**config.mk**
```make
export PLATFORM = sky130hd
export DESIGN_NAME = fhc_hop_control
export DESIGN_NICKNAME = d
export VERILOG_FILES = /design/src/hdl/fhc_freq_limit.v /design/src/hdl/fhc_hop_control.v
export VERILOG_INCLUDE_DIRS = /design/src /design/src/common
export SDC_FILE = /design/constraint.sdc
export NUM_CORES = 1
export LEC_CHECK = 0
export ABC_AREA = 1
export BUFFER_PORTS_ARGS = -buffer_cell sky130_fd_sc_hd__buf_2
export CORE_MARGIN = 8
export CORE_UTILIZATION = 42
export CTS_CLUSTER_DIAMETER = 60
export DETAILED_ROUTE_END_ITERATION = 6
export HOLD_SLACK_MARGIN = 0.12
export PLACE_DENSITY_LB_ADDON = 0.3
export SYNTH_ARGS = -nofsm -noshare
export SYNTH_HDL_FRONTEND = slang
export SYNTH_SLANG_ARGS = --single-unit
export TNS_END_PERCENT = 5
```
**constraint.sdc**
```tcl
create_clock -name clk -period 4.3 [get_ports clk]
set_clock_uncertainty 0.15 [all_clocks]
set_input_delay 0.86 -clock clk [delete_from_list [all_inputs] [get_ports clk]]
set_output_delay 0.86 -clock clk [all_outputs]
set_load 0.005 [all_outputs]
```
**src/common/fhc_map.vh**
```
// Constants for the frequency-shift hop control block
// Function
// [RL1] Hop enable turns off other modulation mode
// [RL2] Sweep enable turns off hop mode
// [RL3] Carrier setting 10 mHz-15 MHz, default 1 kHz
// [RL4] Hop setting same range, default 100 Hz
// [RL5] Arbitrary maximum frequency follows point count
// [RL6] Built-in arbitrary waveforms capped at 5 MHz
// [RL7] External low selects carrier, high selects hop
// [RL8] Trigger lines use inverted level sense
// [RL9] Sync pulse above 200 ns entering hop
// [RL10] Hop rate 10 mHz-50 kHz, default 10 Hz
// [RL11] Internal source alternates at hop rate
// [RL12] External source ignores hop rate
// [RL13] Trigger source picks front input or line
// [RL14] Software enables hop after other setup
// [RL15] External level passes two-stage synchroniser
`ifndef FHC_MAP_VH
`define FHC_MAP_VH
// ============================================================
// Frequency settings in units of 10 mHz, 32 bits
// Millihertz would need 34 bits to reach 15 MHz; 10 mHz is the lower bound
`define FHC_FREQ_MIN        32'h00000001
`define FHC_FREQ_MAX        32'h59682F00
`define FHC_FREQ_MAX_TRI    32'h00989680
`define FHC_FREQ_ARB_8K     32'h1DCD6500
`define FHC_FREQ_ARB_12K    32'h0EE6B280
`define FHC_FREQ_ARB_BIG    32'h01312D00
`define FHC_FREQ_BUILTIN    32'h1DCD6500
`define FHC_CARRIER_DEF     32'h000186A0
`define FHC_HOP_DEF         32'h00002710
`define FHC_RATE_MAX        32'h004C4B40
`define FHC_RATE_DEF        32'h000003E8
// ============================================================
// Arbitrary point count thresholds
`define FHC_ARB_PTS_8K      16'h2000
`define FHC_ARB_PTS_12K     16'h2FFF
// ============================================================
// Shapes
`define FHC_SHAPE_SINE      3'h0
`define FHC_SHAPE_SQUARE    3'h1
`define FHC_SHAPE_TRI       3'h2
`define FHC_SHAPE_RAMP      3'h3
`define FHC_SHAPE_ARB       3'h4
`define FHC_SHAPE_BUILTIN   3'h5
// ============================================================
// Trigger source codes: 0 front input, 8..15 trigger lines 0..7
`define FHC_TSRC_FRONT      4'h0
`define FHC_TSRC_LINE_BIT   3
// ============================================================
// Modulation mode codes
`define FHC_MODE_NONE       3'h0
`define FHC_MODE_HOP        3'h4
`define FHC_MODE_SWEEP      3'h5
// ============================================================
// Timing: sync pulse, strictly above 200 ns
`define FHC_SYNC_NS         200
`define FHC_CLK_NS          10
`define FHC_SYNC_CYC        (`FHC_SYNC_NS / `FHC_CLK_NS + 1)
// Rate phase accumulator: clock rate in units of 10 mHz
`define FHC_CLK_FREQ_UNITS  40'h02540BE400
`endif

```
**src/hdl/fhc_freq_limit.v**
```verilog
// Clamps one requested frequency to the range its waveform allows
`timescale 1ns/10ps
`include "fhc_map.vh"
module fhc_freq_limit (
   input  wire [31:0] reqFreq,   // Requested frequency, 10 mHz units
   input  wire [2:0]  shape,     // Waveform shape
   input  wire [15:0] arbPoints, // Arbitrary point count
   output reg  [31:0] limFreq    // Clamped frequency, 10 mHz units
);
   reg [31:0] maxFreq;
   always @* begin
      maxFreq = `FHC_FREQ_MAX;                                  // [RL3]
      case (shape)
         `FHC_SHAPE_TRI, `FHC_SHAPE_RAMP: maxFreq = `FHC_FREQ_MAX_TRI; // [RL3]
         `FHC_SHAPE_ARB: begin
            if (arbPoints <= `FHC_ARB_PTS_8K)
               maxFreq = `FHC_FREQ_ARB_8K;                      // [RL5]
            else if (arbPoints <= `FHC_ARB_PTS_12K)
               maxFreq = `FHC_FREQ_ARB_12K;                     // [RL5]
            else
               maxFreq = `FHC_FREQ_ARB_BIG;                     // [RL5]
         end
         `FHC_SHAPE_BUILTIN: maxFreq = `FHC_FREQ_BUILTIN;       // [RL6]
         default: maxFreq = `FHC_FREQ_MAX;
      endcase
      if (reqFreq < `FHC_FREQ_MIN)
         limFreq = `FHC_FREQ_MIN;
      else if (reqFreq > maxFreq)
         limFreq = maxFreq;
      else
         limFreq = reqFreq;
   end
endmodule

```
**src/hdl/fhc_hop_control.v**
```verilog
// Frequency-shift hop control: mode exclusion, hop pacing, sync pulse
`timescale 1ns/10ps
`include "fhc_map.vh"
module fhc_hop_control #(
   parameter SYNC_CYC = `FHC_SYNC_CYC  // Sync pulse length, cycles
) (
   input  wire        clk,            // 100 MHz clock
   input  wire        reset_n,        // Async reset, active low
   input  wire        hopEnableReq,   // Pulse: enable hop mode
   input  wire        hopDisableReq,  // Pulse: disable hop mode
   input  wire        sweepEnableReq, // Pulse: enable sweep mode
   input  wire        otherModeReq,   // Pulse: enable another mode
   input  wire [2:0]  otherModeCode,  // Code of that other mode
   input  wire        configReset,    // Pulse: restore defaults
   input  wire        carrierWrite,   // Pulse: load carrier setting
   input  wire        hopFreqWrite,   // Pulse: load hop setting
   input  wire        rateWrite,      // Pulse: load hop rate
   input  wire [31:0] writeData,      // Setting value, 10 mHz units
   input  wire [2:0]  shape,          // Waveform shape
   input  wire [15:0] arbPoints,      // Arbitrary point count
   input  wire        hopSourceExt,   // Hop source: 1 external
   input  wire [3:0]  triggerSource,  // Trigger source select
   input  wire        extControl,     // Front-panel control pin
   input  wire [7:0]  triggerLines,   // Backplane trigger lines
   output reg  [2:0]  activeMode,     // Active modulation mode
   output reg  [31:0] carrierFreq,    // Carrier setting, 10 mHz units
   output reg  [31:0] hopFreq,        // Hop setting, 10 mHz units
   output reg  [31:0] hopRate,        // Hop rate, 10 mHz units
   output reg  [31:0] outFreq,        // Frequency now output, 10 mHz units
   output reg         hopSelected,    // 1 while hop frequency out
   output reg         syncOut         // Sync pulse
);
   // ============================================================
   // Mode codes
   localparam [2:0] MODE_NONE  = `FHC_MODE_NONE;
   localparam [2:0] MODE_HOP   = `FHC_MODE_HOP;
   localparam [2:0] MODE_SWEEP = `FHC_MODE_SWEEP;

   // ============================================================
   // Setting clamps
   // Carrier and hop share one clamp: both load from the same write
   // data with the same waveform in use.
   wire [31:0] limFreq;
   fhc_freq_limit uLimit (
      .reqFreq   (writeData),
      .shape     (shape),
      .arbPoints (arbPoints),
      .limFreq   (limFreq)
   );
   reg  [31:0] limRate;
   always @* begin
      if (writeData < `FHC_FREQ_MIN)
         limRate = `FHC_FREQ_MIN;                              // [RL10]
      else if (writeData > `FHC_RATE_MAX)
         limRate = `FHC_RATE_MAX;                              // [RL10]
      else
         limRate = writeData;
   end

   // ============================================================
   // Mode selection
   // Sweep outranks hop, so a same-cycle collision never leaves both on
   reg  [2:0]  next_activeMode;
   always @* begin
      next_activeMode = activeMode;
      if (configReset)
         next_activeMode = MODE_NONE;
      else if (sweepEnableReq)
         next_activeMode = MODE_SWEEP;                         // [RL2]
      else if (hopEnableReq)
         next_activeMode = MODE_HOP;                           // [RL1]
      else if (otherModeReq)
         next_activeMode = otherModeCode;                      // [RL1]
      else if (hopDisableReq && activeMode == MODE_HOP)
         next_activeMode = MODE_NONE;
   end
   always @(posedge clk or negedge reset_n) begin
      if (!reset_n)
         activeMode <= MODE_NONE;
      else
         activeMode <= next_activeMode;
   end

   // ============================================================
   // Stored settings
   reg  [31:0] next_carrierFreq;
   reg  [31:0] next_hopFreq;
   reg  [31:0] next_hopRate;
   always @* begin
      next_carrierFreq = carrierFreq;
      next_hopFreq     = hopFreq;
      next_hopRate     = hopRate;
      if (configReset) begin
         next_carrierFreq = `FHC_CARRIER_DEF;                  // [RL3]
         next_hopFreq     = `FHC_HOP_DEF;                      // [RL4]
         next_hopRate     = `FHC_RATE_DEF;                     // [RL10]
      end else begin
         if (carrierWrite)
            next_carrierFreq = limFreq;                        // [RL3] [RL5] [RL6]
         if (hopFreqWrite)
            next_hopFreq = limFreq;                            // [RL4] [RL5] [RL6]
         if (rateWrite)
            next_hopRate = limRate;                            // [RL10]
      end
   end
   always @(posedge clk or negedge reset_n) begin
      if (!reset_n) begin
         carrierFreq <= `FHC_CARRIER_DEF;
         hopFreq     <= `FHC_HOP_DEF;
         hopRate     <= `FHC_RATE_DEF;
      end else begin
         carrierFreq <= next_carrierFreq;
         hopFreq     <= next_hopFreq;
         hopRate     <= next_hopRate;
      end
   end

   // ============================================================
   // External level synchronisers
   // Only the second stage is read, so a metastable first stage never
   // reaches the selection logic.
   reg  [8:0]  syncA;
   reg  [8:0]  syncB;
   always @(posedge clk or negedge reset_n) begin
      if (!reset_n) begin
         syncA <= 9'h000;
         syncB <= 9'h000;
      end else begin
         syncA <= {triggerLines, extControl};                  // [RL15]
         syncB <= syncA;                                       // [RL15]
      end
   end

   // ============================================================
   // External level selection
   // Backplane lines carry the opposite sense to the front-panel pin
   reg         extHop;
   always @* begin
      case (triggerSource)
         4'h8:    extHop = ~syncB[1];                          // [RL8] [RL13]
         4'h9:    extHop = ~syncB[2];                          // [RL8] [RL13]
         4'hA:    extHop = ~syncB[3];                          // [RL8] [RL13]
         4'hB:    extHop = ~syncB[4];                          // [RL8] [RL13]
         4'hC:    extHop = ~syncB[5];                          // [RL8] [RL13]
         4'hD:    extHop = ~syncB[6];                          // [RL8] [RL13]
         4'hE:    extHop = ~syncB[7];                          // [RL8] [RL13]
         4'hF:    extHop = ~syncB[8];                          // [RL8] [RL13]
         default: extHop = syncB[0];                           // [RL7] [RL13]
      endcase
   end

   // ============================================================
   // Internal rate generator
   // The accumulator adds twice the rate, so each wrap marks one half
   // period and toggles the hop level once.
   // Limitation: rate resolution is one setting unit, 10 mHz.
   wire        hopOn    = (activeMode == MODE_HOP);
   wire        rateRun  = hopOn & ~hopSourceExt;
   reg  [39:0] phase;
   reg         intHop;
   wire [39:0] rateStep = {7'h00, hopRate, 1'b0};
   wire [40:0] sumPhase = {1'b0, phase} + {1'b0, rateStep};
   wire        rateWrap = (sumPhase >= {1'b0, `FHC_CLK_FREQ_UNITS});
   reg  [39:0] next_phase;
   reg         next_intHop;
   always @* begin
      next_phase  = sumPhase[39:0];
      next_intHop = intHop;
      if (!rateRun) begin
         next_phase  = 40'h0000000000;                         // [RL12]
         next_intHop = 1'b0;
      end else if (rateWrap) begin
         next_phase  = sumPhase[39:0] - `FHC_CLK_FREQ_UNITS;
         next_intHop = ~intHop;                                // [RL11]
      end
   end
   always @(posedge clk or negedge reset_n) begin
      if (!reset_n) begin
         phase  <= 40'h0000000000;
         intHop <= 1'b0;
      end else begin
         phase  <= next_phase;
         intHop <= next_intHop;
      end
   end

   // ============================================================
   // Frequency selection
   wire        next_hopSelected = hopOn & (hopSourceExt ? extHop : intHop);
   always @(posedge clk or negedge reset_n) begin
      if (!reset_n) begin
         hopSelected <= 1'b0;
         outFreq     <= `FHC_CARRIER_DEF;
      end else begin
         hopSelected <= next_hopSelected;                      // [RL7] [RL11]
         outFreq     <= next_hopSelected ? hopFreq : carrierFreq;
      end
   end

   // ============================================================
   // Sync pulse
   // A fresh entry into hop restarts the count, so a fast hop source
   // stretches the pulse rather than cutting it below the minimum.
   wire        hopEntry = next_hopSelected & ~hopSelected;
   reg  [7:0]  syncCount;
   reg  [7:0]  next_syncCount;
   reg         next_syncOut;
   always @* begin
      next_syncCount = syncCount;
      next_syncOut   = syncOut;
      if (hopEntry) begin
         next_syncOut   = 1'b1;                                // [RL9]
         next_syncCount = SYNC_CYC[7:0] - 8'h01;
      end else if (syncCount != 8'h00) begin
         next_syncCount = syncCount - 8'h01;
      end else begin
         next_syncOut = 1'b0;
      end
   end
   always @(posedge clk or negedge reset_n) begin
      if (!reset_n) begin
         syncOut   <= 1'b0;
         syncCount <= 8'h00;
      end else begin
         syncOut   <= next_syncOut;
         syncCount <= next_syncCount;
      end
   end
endmodule

```
# == Word level (Yosys, flattened, before mapping) ==
# Cells that the tools add are included.
# word_totals
regBits,200
inputBits,78
output_inout_bits,133
word_cells,87
# classes
n_addsub,3
order_cmp,6
n_eq_ne,15
n_mux,29
n_bitwise,14
n_reduce_logical,8
# op_table
cell,n
2-to-1 mux 32 bit,12
case mux 32 bit (3 select lines),1
2-to-1 mux 40 bit,2
adder 40 x 33 -> 41 bit,1
greater-or-equal comparator 41 x 34 -> 1 bit (second input constant),1
subtractor 40 x 34 -> 40 bit (second input constant),1
== test 4 bit (second input constant),8
greater-than comparator 32 x 23 -> 1 bit (second input constant),1
greater-than comparator 32 bit,1
less-or-equal comparator 16 x 14 -> 1 bit (second input constant),2
< comparator 32 x 1 -> 1 bit (second input constant),1
2-to-1 mux 28 bit,1
2-to-1 mux 8 bit,2
2-to-1 mux 3 bit,5
inverter 1 bit,11
== test 3 bit (second input constant),3
case mux 1 bit (8 select lines),1
nonzero test 2 bit,4
nonzero test 8 bit,1
subtractor 8 x 1 -> 8 bit (second input constant),1
== test 3 x 2 -> 1 bit (second input constant),2
2-to-1 mux 1 bit,5
nonzero test 5 bit,1
AND 1 bit,3
other kinds (4),4

# == Depth between registers and ports, before layout ==
# depth
depth_word,9
ltp_mapped,26
ltp_nobuf,25

# == Cells and area by module ==
# From an unflattened synthesis, not the netlist that was laid out.
# unflattened
hier_cells,2072
area_unflattened_um2,13674.4
# by_module_without_submodules
module,instances,cells_each,area_each_um2,seq_area_each_um2
fhc_hop_control,1,1798,12221.7,5008.6
fhc_freq_limit,1,274,1452.6,0.0

# == Least setup slack after synthesis ==
# No wires, ideal clock.
# synth_path
path_kind,input to register
startpoint,in arbPoints[6]
endpoint,reg carrierFreq[23]
arrival_ns,3.534
t_required_ns,4.067
path_slack_ns,0.533
path_stages,21
cell_sequence,nor4_1 > nand4_1 > nand2_1 > nand2_1 > a21oi_1 > a21oi_1 > nand2_1 > inv_1 > ha_1 > inv_1 > nor4_1 > and3_1 > nand2_1 > nand3_1 > nand2_1 > inv_1 > clkbuf_1 > nand2_1 > o21ai_0 > nand3_1 > o21ai_0
# synth_between
elab_chain_len,9
word_cells_on_any_way,10
cone_classes,3 x order compare; 7 x mux
# synth_rtl
item,line_no,text
start: declaration,fhc_hop_control.v:20,"input wire [15:0] arbPoints,"
less-or-equal comparator 16 x 14 -> 1 bit (no source line),n/a,
2-to-1 mux 28 bit,fhc_freq_limit.v:18,else if (arbPoints <= `FHC_ARB_PTS_12K)
2-to-1 mux 32 bit *,fhc_freq_limit.v:16,if (arbPoints <= `FHC_ARB_PTS_8K)
case mux 32 bit (3 select lines) *,fhc_freq_limit.v:13,case (shape)
greater-than comparator 32 bit,fhc_freq_limit.v:28,else if (reqFreq > maxFreq)
2-to-1 mux 32 bit *,fhc_freq_limit.v:28,
2-to-1 mux 32 bit *,fhc_freq_limit.v:26,if (reqFreq < `FHC_FREQ_MIN)
2-to-1 mux 32 bit *,fhc_hop_control.v:98,if (carrierWrite)
2-to-1 mux 32 bit *,fhc_hop_control.v:93,if (configReset) begin
end signal: assignment,fhc_hop_control.v:108,carrierFreq <= `FHC_CARRIER_DEF;
end signal: assignment,fhc_hop_control.v:112,carrierFreq <= next_carrierFreq;
end: declaration,fhc_hop_control.v:26,"output reg [31:0] carrierFreq,"
# Mark *: on every way between the ends. The rest lies on a longest branch, timed or not. The select of a mux whose other input is x is not followed.
# A chain may end at the register's enable or synchronous reset.

# == Final worst setup path ==
# layout_path
startpoint,reg hopRate[0]
endpoint,reg phase[25]
# layout_between
elab_chain_len,4
word_cells_on_any_way,5
cone_classes,2 x add/sub; 1 x order compare; 2 x mux
# layout_rtl
item,line_no,text
start: declaration,fhc_hop_control.v:28,"output reg [31:0] hopRate,"
start signal: assignment,fhc_hop_control.v:110,hopRate <= `FHC_RATE_DEF;
start signal: assignment,fhc_hop_control.v:114,hopRate <= next_hopRate;
adder 40 x 33 -> 41 bit *,fhc_hop_control.v:162,"wire [40:0] sumPhase = {1'b0, phase} + {1'b0, rateStep};"
subtractor 40 x 34 -> 40 bit (no source line) / greater-or-equal comparator 41 x 34 -> 1 bit (equally long branches),n/a,
2-to-1 mux 40 bit *,fhc_hop_control.v:172,end else if (rateWrap) begin
2-to-1 mux 40 bit *,fhc_hop_control.v:169,if (!rateRun) begin
net next_phase[25],fhc_hop_control.v:164,reg [39:0] next_phase;
end signal: assignment,fhc_hop_control.v:182,phase <= next_phase;
end: declaration,fhc_hop_control.v:159,reg [39:0] phase;
# Mark *: on every way through the listed nets, which the timed path passes. The rest lies on a longest branch.

==> impl_metrics.ini <==
[clock_network]
cts_tree = built
clk_transition_reported_paths_ns = 0.09
total_cts_buffers = 17
cts_hold_repair.buffers = 0
post_cts.repair.setup_buffers = 0
clock_h_tree_levels = 4
clockBufferDepth = 2
clock_insertion_delay_worst_skew_ns = 0.47
clk_root_buffer_cell = sky130_fd_sc_hd__clkbuf_16
cts_num_sinks = 199
cts_resized = 0

[critical_path]
cp_max_fo = 23
cp.buffers_inverters = 1
worstPathCellList = ha_1 > fa_1 > nand2_1 > nand2_1 > nand3_1 > nand2_1 > nand2_1 > nand3b_1 > nand2_1 > ha_1 > nand3_1 > nor2_1 > nand2_1 > nor2_1 > nand3_1 > nor2_1 > nand3_1 > nor2_1 > nand3_2 > nand3_4 > buf_12 > nand2_1 > nand2_1 > nor2_1
worst_setup_path_startpoint = hopRate[0]
r2r-end = phase[25]
critPathRequiredTime_ns = 4.47
startpoint_type = flip-flop
reg2reg_depth = 24
critical_path.most_common_cell = sky130_fd_sc_hd__nand2_1
criticalPathCategory = flip-flop to flip-flop
cp_slowest_cell = sky130_fd_sc_hd__fa_1
r2r_start = hopRate[0]
worst_path_dominant_cell_family = simple AND/OR/NAND/NOR gates
r2r_slack_ns = 0.35
cp_slowest_stage_delay_ns = 0.43
data_arrival_critical_path_ns = 4.11
critical_path.endpoint_type = flip-flop

[floorplanning]
chipHeight_um = 193
core_region_sq_mm = 0.0307
row_count = 64
die_area_sq_mm = 0.0371
start_util = 0.427
number_of_placed_i_o_pins = 211
chipWidth_um = 193

[synth]
number_of_flops_mapped_to_enable_cells_by_yosys = 0
top_count_cell_post_synth = sky130_fd_sc_hd__nand2_1
synthTopCellsByArea = sky130_fd_sc_hd__dfrtp_1, sky130_fd_sc_hd__nand2_1, sky130_fd_sc_hd__inv_1, sky130_fd_sc_hd__nor2_1, sky130_fd_sc_hd__ha_1
post_synth_instance_area_sq_mm = 0.0131
post_synth_most_frequent_cells = sky130_fd_sc_hd__nand2_1, sky130_fd_sc_hd__inv_1, sky130_fd_sc_hd__nor2_1
yosys.area.top_type = sky130_fd_sc_hd__dfrtp_1
synth_cells = 1939
ys.flop_type = sky130_fd_sc_hd__dfrtp_1
synth_seq_cells = 199
synth-async-reset-ratio = 1.00
mappedNetlistNets = 2077
yosysTopAreaCellShare = 0.337
synth-seq-area-share = 0.383
number_of_library_cell_types_mapped_by_synthesis = 49
yosysWarnings = 0
syn-mean-instance-area_sq_um = 6.75

[placed_design]
post-dp-hpwl_mm = 36.9
port_buffers = 210
final_gp_congestion = 0.963
placedInstanceArea_sq_mm = 0.0147
place.detailed.instances = 2532

[drt]
detailed_route_wl_mm = 45.5
routed_wire_length_per_instance_um = 17.8
detailedRoute.firstIterationViolations = 1222
num_vias = 13293
drt.antenna.violating_nets = 0
detailedRoute.firstPassIterationCount = 5
drcViolationCount = 0
route.detailed.vias_per_inst = 5.18

[cells_and_area]
post-route-cell-area_sq_mm = 0.0153
drive_gt1_frac = 0.155
fin_util = 0.499
final_net_count = 2293
fin_cells = 2565
final.fill_count = 3153
multi_input_comb_area_sq_mm = 0.00685
register_area_sq_mm = 0.00501
area_growth_pct = 17.0

[timing]
fin_tns_setup_ns = 0
final-max-slew-violation-count = 0
worst_slew_pin_slew_ns = 1.00
timing.final.crit_period_ns = 3.95
unrepaired_setup_endpoints_after_global_routing = no
max_frequency_mhz = 253
relSlewSlack = 0.328
post-route-period-util = 0.918
total_setup_violations_reported_at_the_end_of_the_flow = 0
final.hold.worst_slack_ns = 0.200
timing_hold_violations_final = 0

[grt]
grt.overflow.total = 0
global_route_wire_length_before_repair_mm = 70.4
initial_antenna_violation_count = 1
first_global_vias = 12669
grt_usage = 0.246
maximum_number_of_pins_on_one_net_before_global_route_repair = 95

[hold_path]
whs_endpoint = syncB[1]
hold_path.startpoint = syncA[1]
hold_class = flip-flop to flip-flop
hold_path_depth = 0

[pwr]
power.density_cell_area_mw_per_mm2 = 303
power.ir.vdd_worst_uv = 250
total_leakage_power_uw = 0.00846

[run_status]
run_status = complete, no violations

[flow_run]
maxCapViolCount = 0
## sequential cells by signal, indices dropped and copies added, names as in the netlist
register and flops:
syncB 9, hopSelected 1, phase 39, carrierFreq 32
hopRate 32, hopFreq 32, outFreq 32, syncCount 8
intHop 1, syncOut 1, syncA 9, activeMode 3
## layer usage
layer | global-route usage | part of all wire | vias up
met2 | 0.379 | 0.44 | 452
met4 | 0.0737 | 0.023 | 0
li1 | - | - | 6539
met3 | 0.0443 | 0.070 | 62
met5 | 0 | 0 | -
met1 | 0.347 | 0.46 | 6240
## cells by family after synthesis
kind of cell / synth area share
xor gates and xnor gates: 0.0187
and+or+nand+nor: 0.354
adders and majority gates: 0.0579
DFF: 0.383
AOI/OAI and AO/OA: 0.0916
buffers and inverters: 0.0950
## final cells by class
class | instances | share of cell area
diodes | 1 | 0.000163
repair buffers | 234 | 0.0835
flip-flops and latches | 199 | 0.327
clock buffers | 17 | 0.0278
clock inverters | 15 | 0.0116
multi-input cells | 1419 | 0.448
inverters | 284 | 0.0698
well taps | 396 | 0.0324
## cells in the final DEF, fill, tap and decap left out, drive strengths merged, types with 3 or more instances in the layout
| master | n |
|---|---|
| nand4 | 18 |
| buf | 233 |
| o211ai | 17 |
| dfrtp | 176 |
| nand3 | 145 |
| inv | 285 |
| nor3 | 14 |
| a22oi | 6 |
| nor2 | 217 |
| nor4 | 10 |
| o21bai | 5 |
| o22ai | 6 |
| xor2 | 24 |
| a21oi | 61 |
| xnor2 | 4 |
| clkbuf | 18 |
| dfstp | 23 |
| o21a | 3 |
| ha | 59 |
| nand2 | 698 |
| nand3b | 7 |
| o21ai | 105 |
| clkinv | 13 |
| o2111ai | 3 |
## report_power, final
| group | total [uW] | leakage, uW | switching, uW | internal, uW |
|---|---|---|---|---|
| clock network | 1650 | 0.000288 | 867 | 787 |
| registers | 2110 | 0.00257 | 93.4 | 2020 |
| logic | 869 | 0.00560 | 559 | 311 |
## per-stage QoR
step                total power [uW]  worst slack, ns
floorplan                       2620            0.533
global placement                2990            0.168
detailed placement              3010           0.0543
CTS                             4670            0.315
global route                    4850           0.0198
finish                          4640            0.354
## worst max-delay path by stage
stage	endpoint	cells past startpoint
after CTS	phase[25]	24
final	phase[25]	24
after global routing	phase[25]	24
after floorplan	carrierFreq[23]	21
after global placement	hopFreq[15]	22
after detailed placement	hopFreq[15]	23
## worst reg2reg max path: cells and delay by family, from the launching register on
kind,cells,cell delay (ns)
simple gates,20,2.17
fa+ha+maj,3,0.89
flops,1,0.42
buf+inv,1,0.17
(Power assumes the default switching activity.)
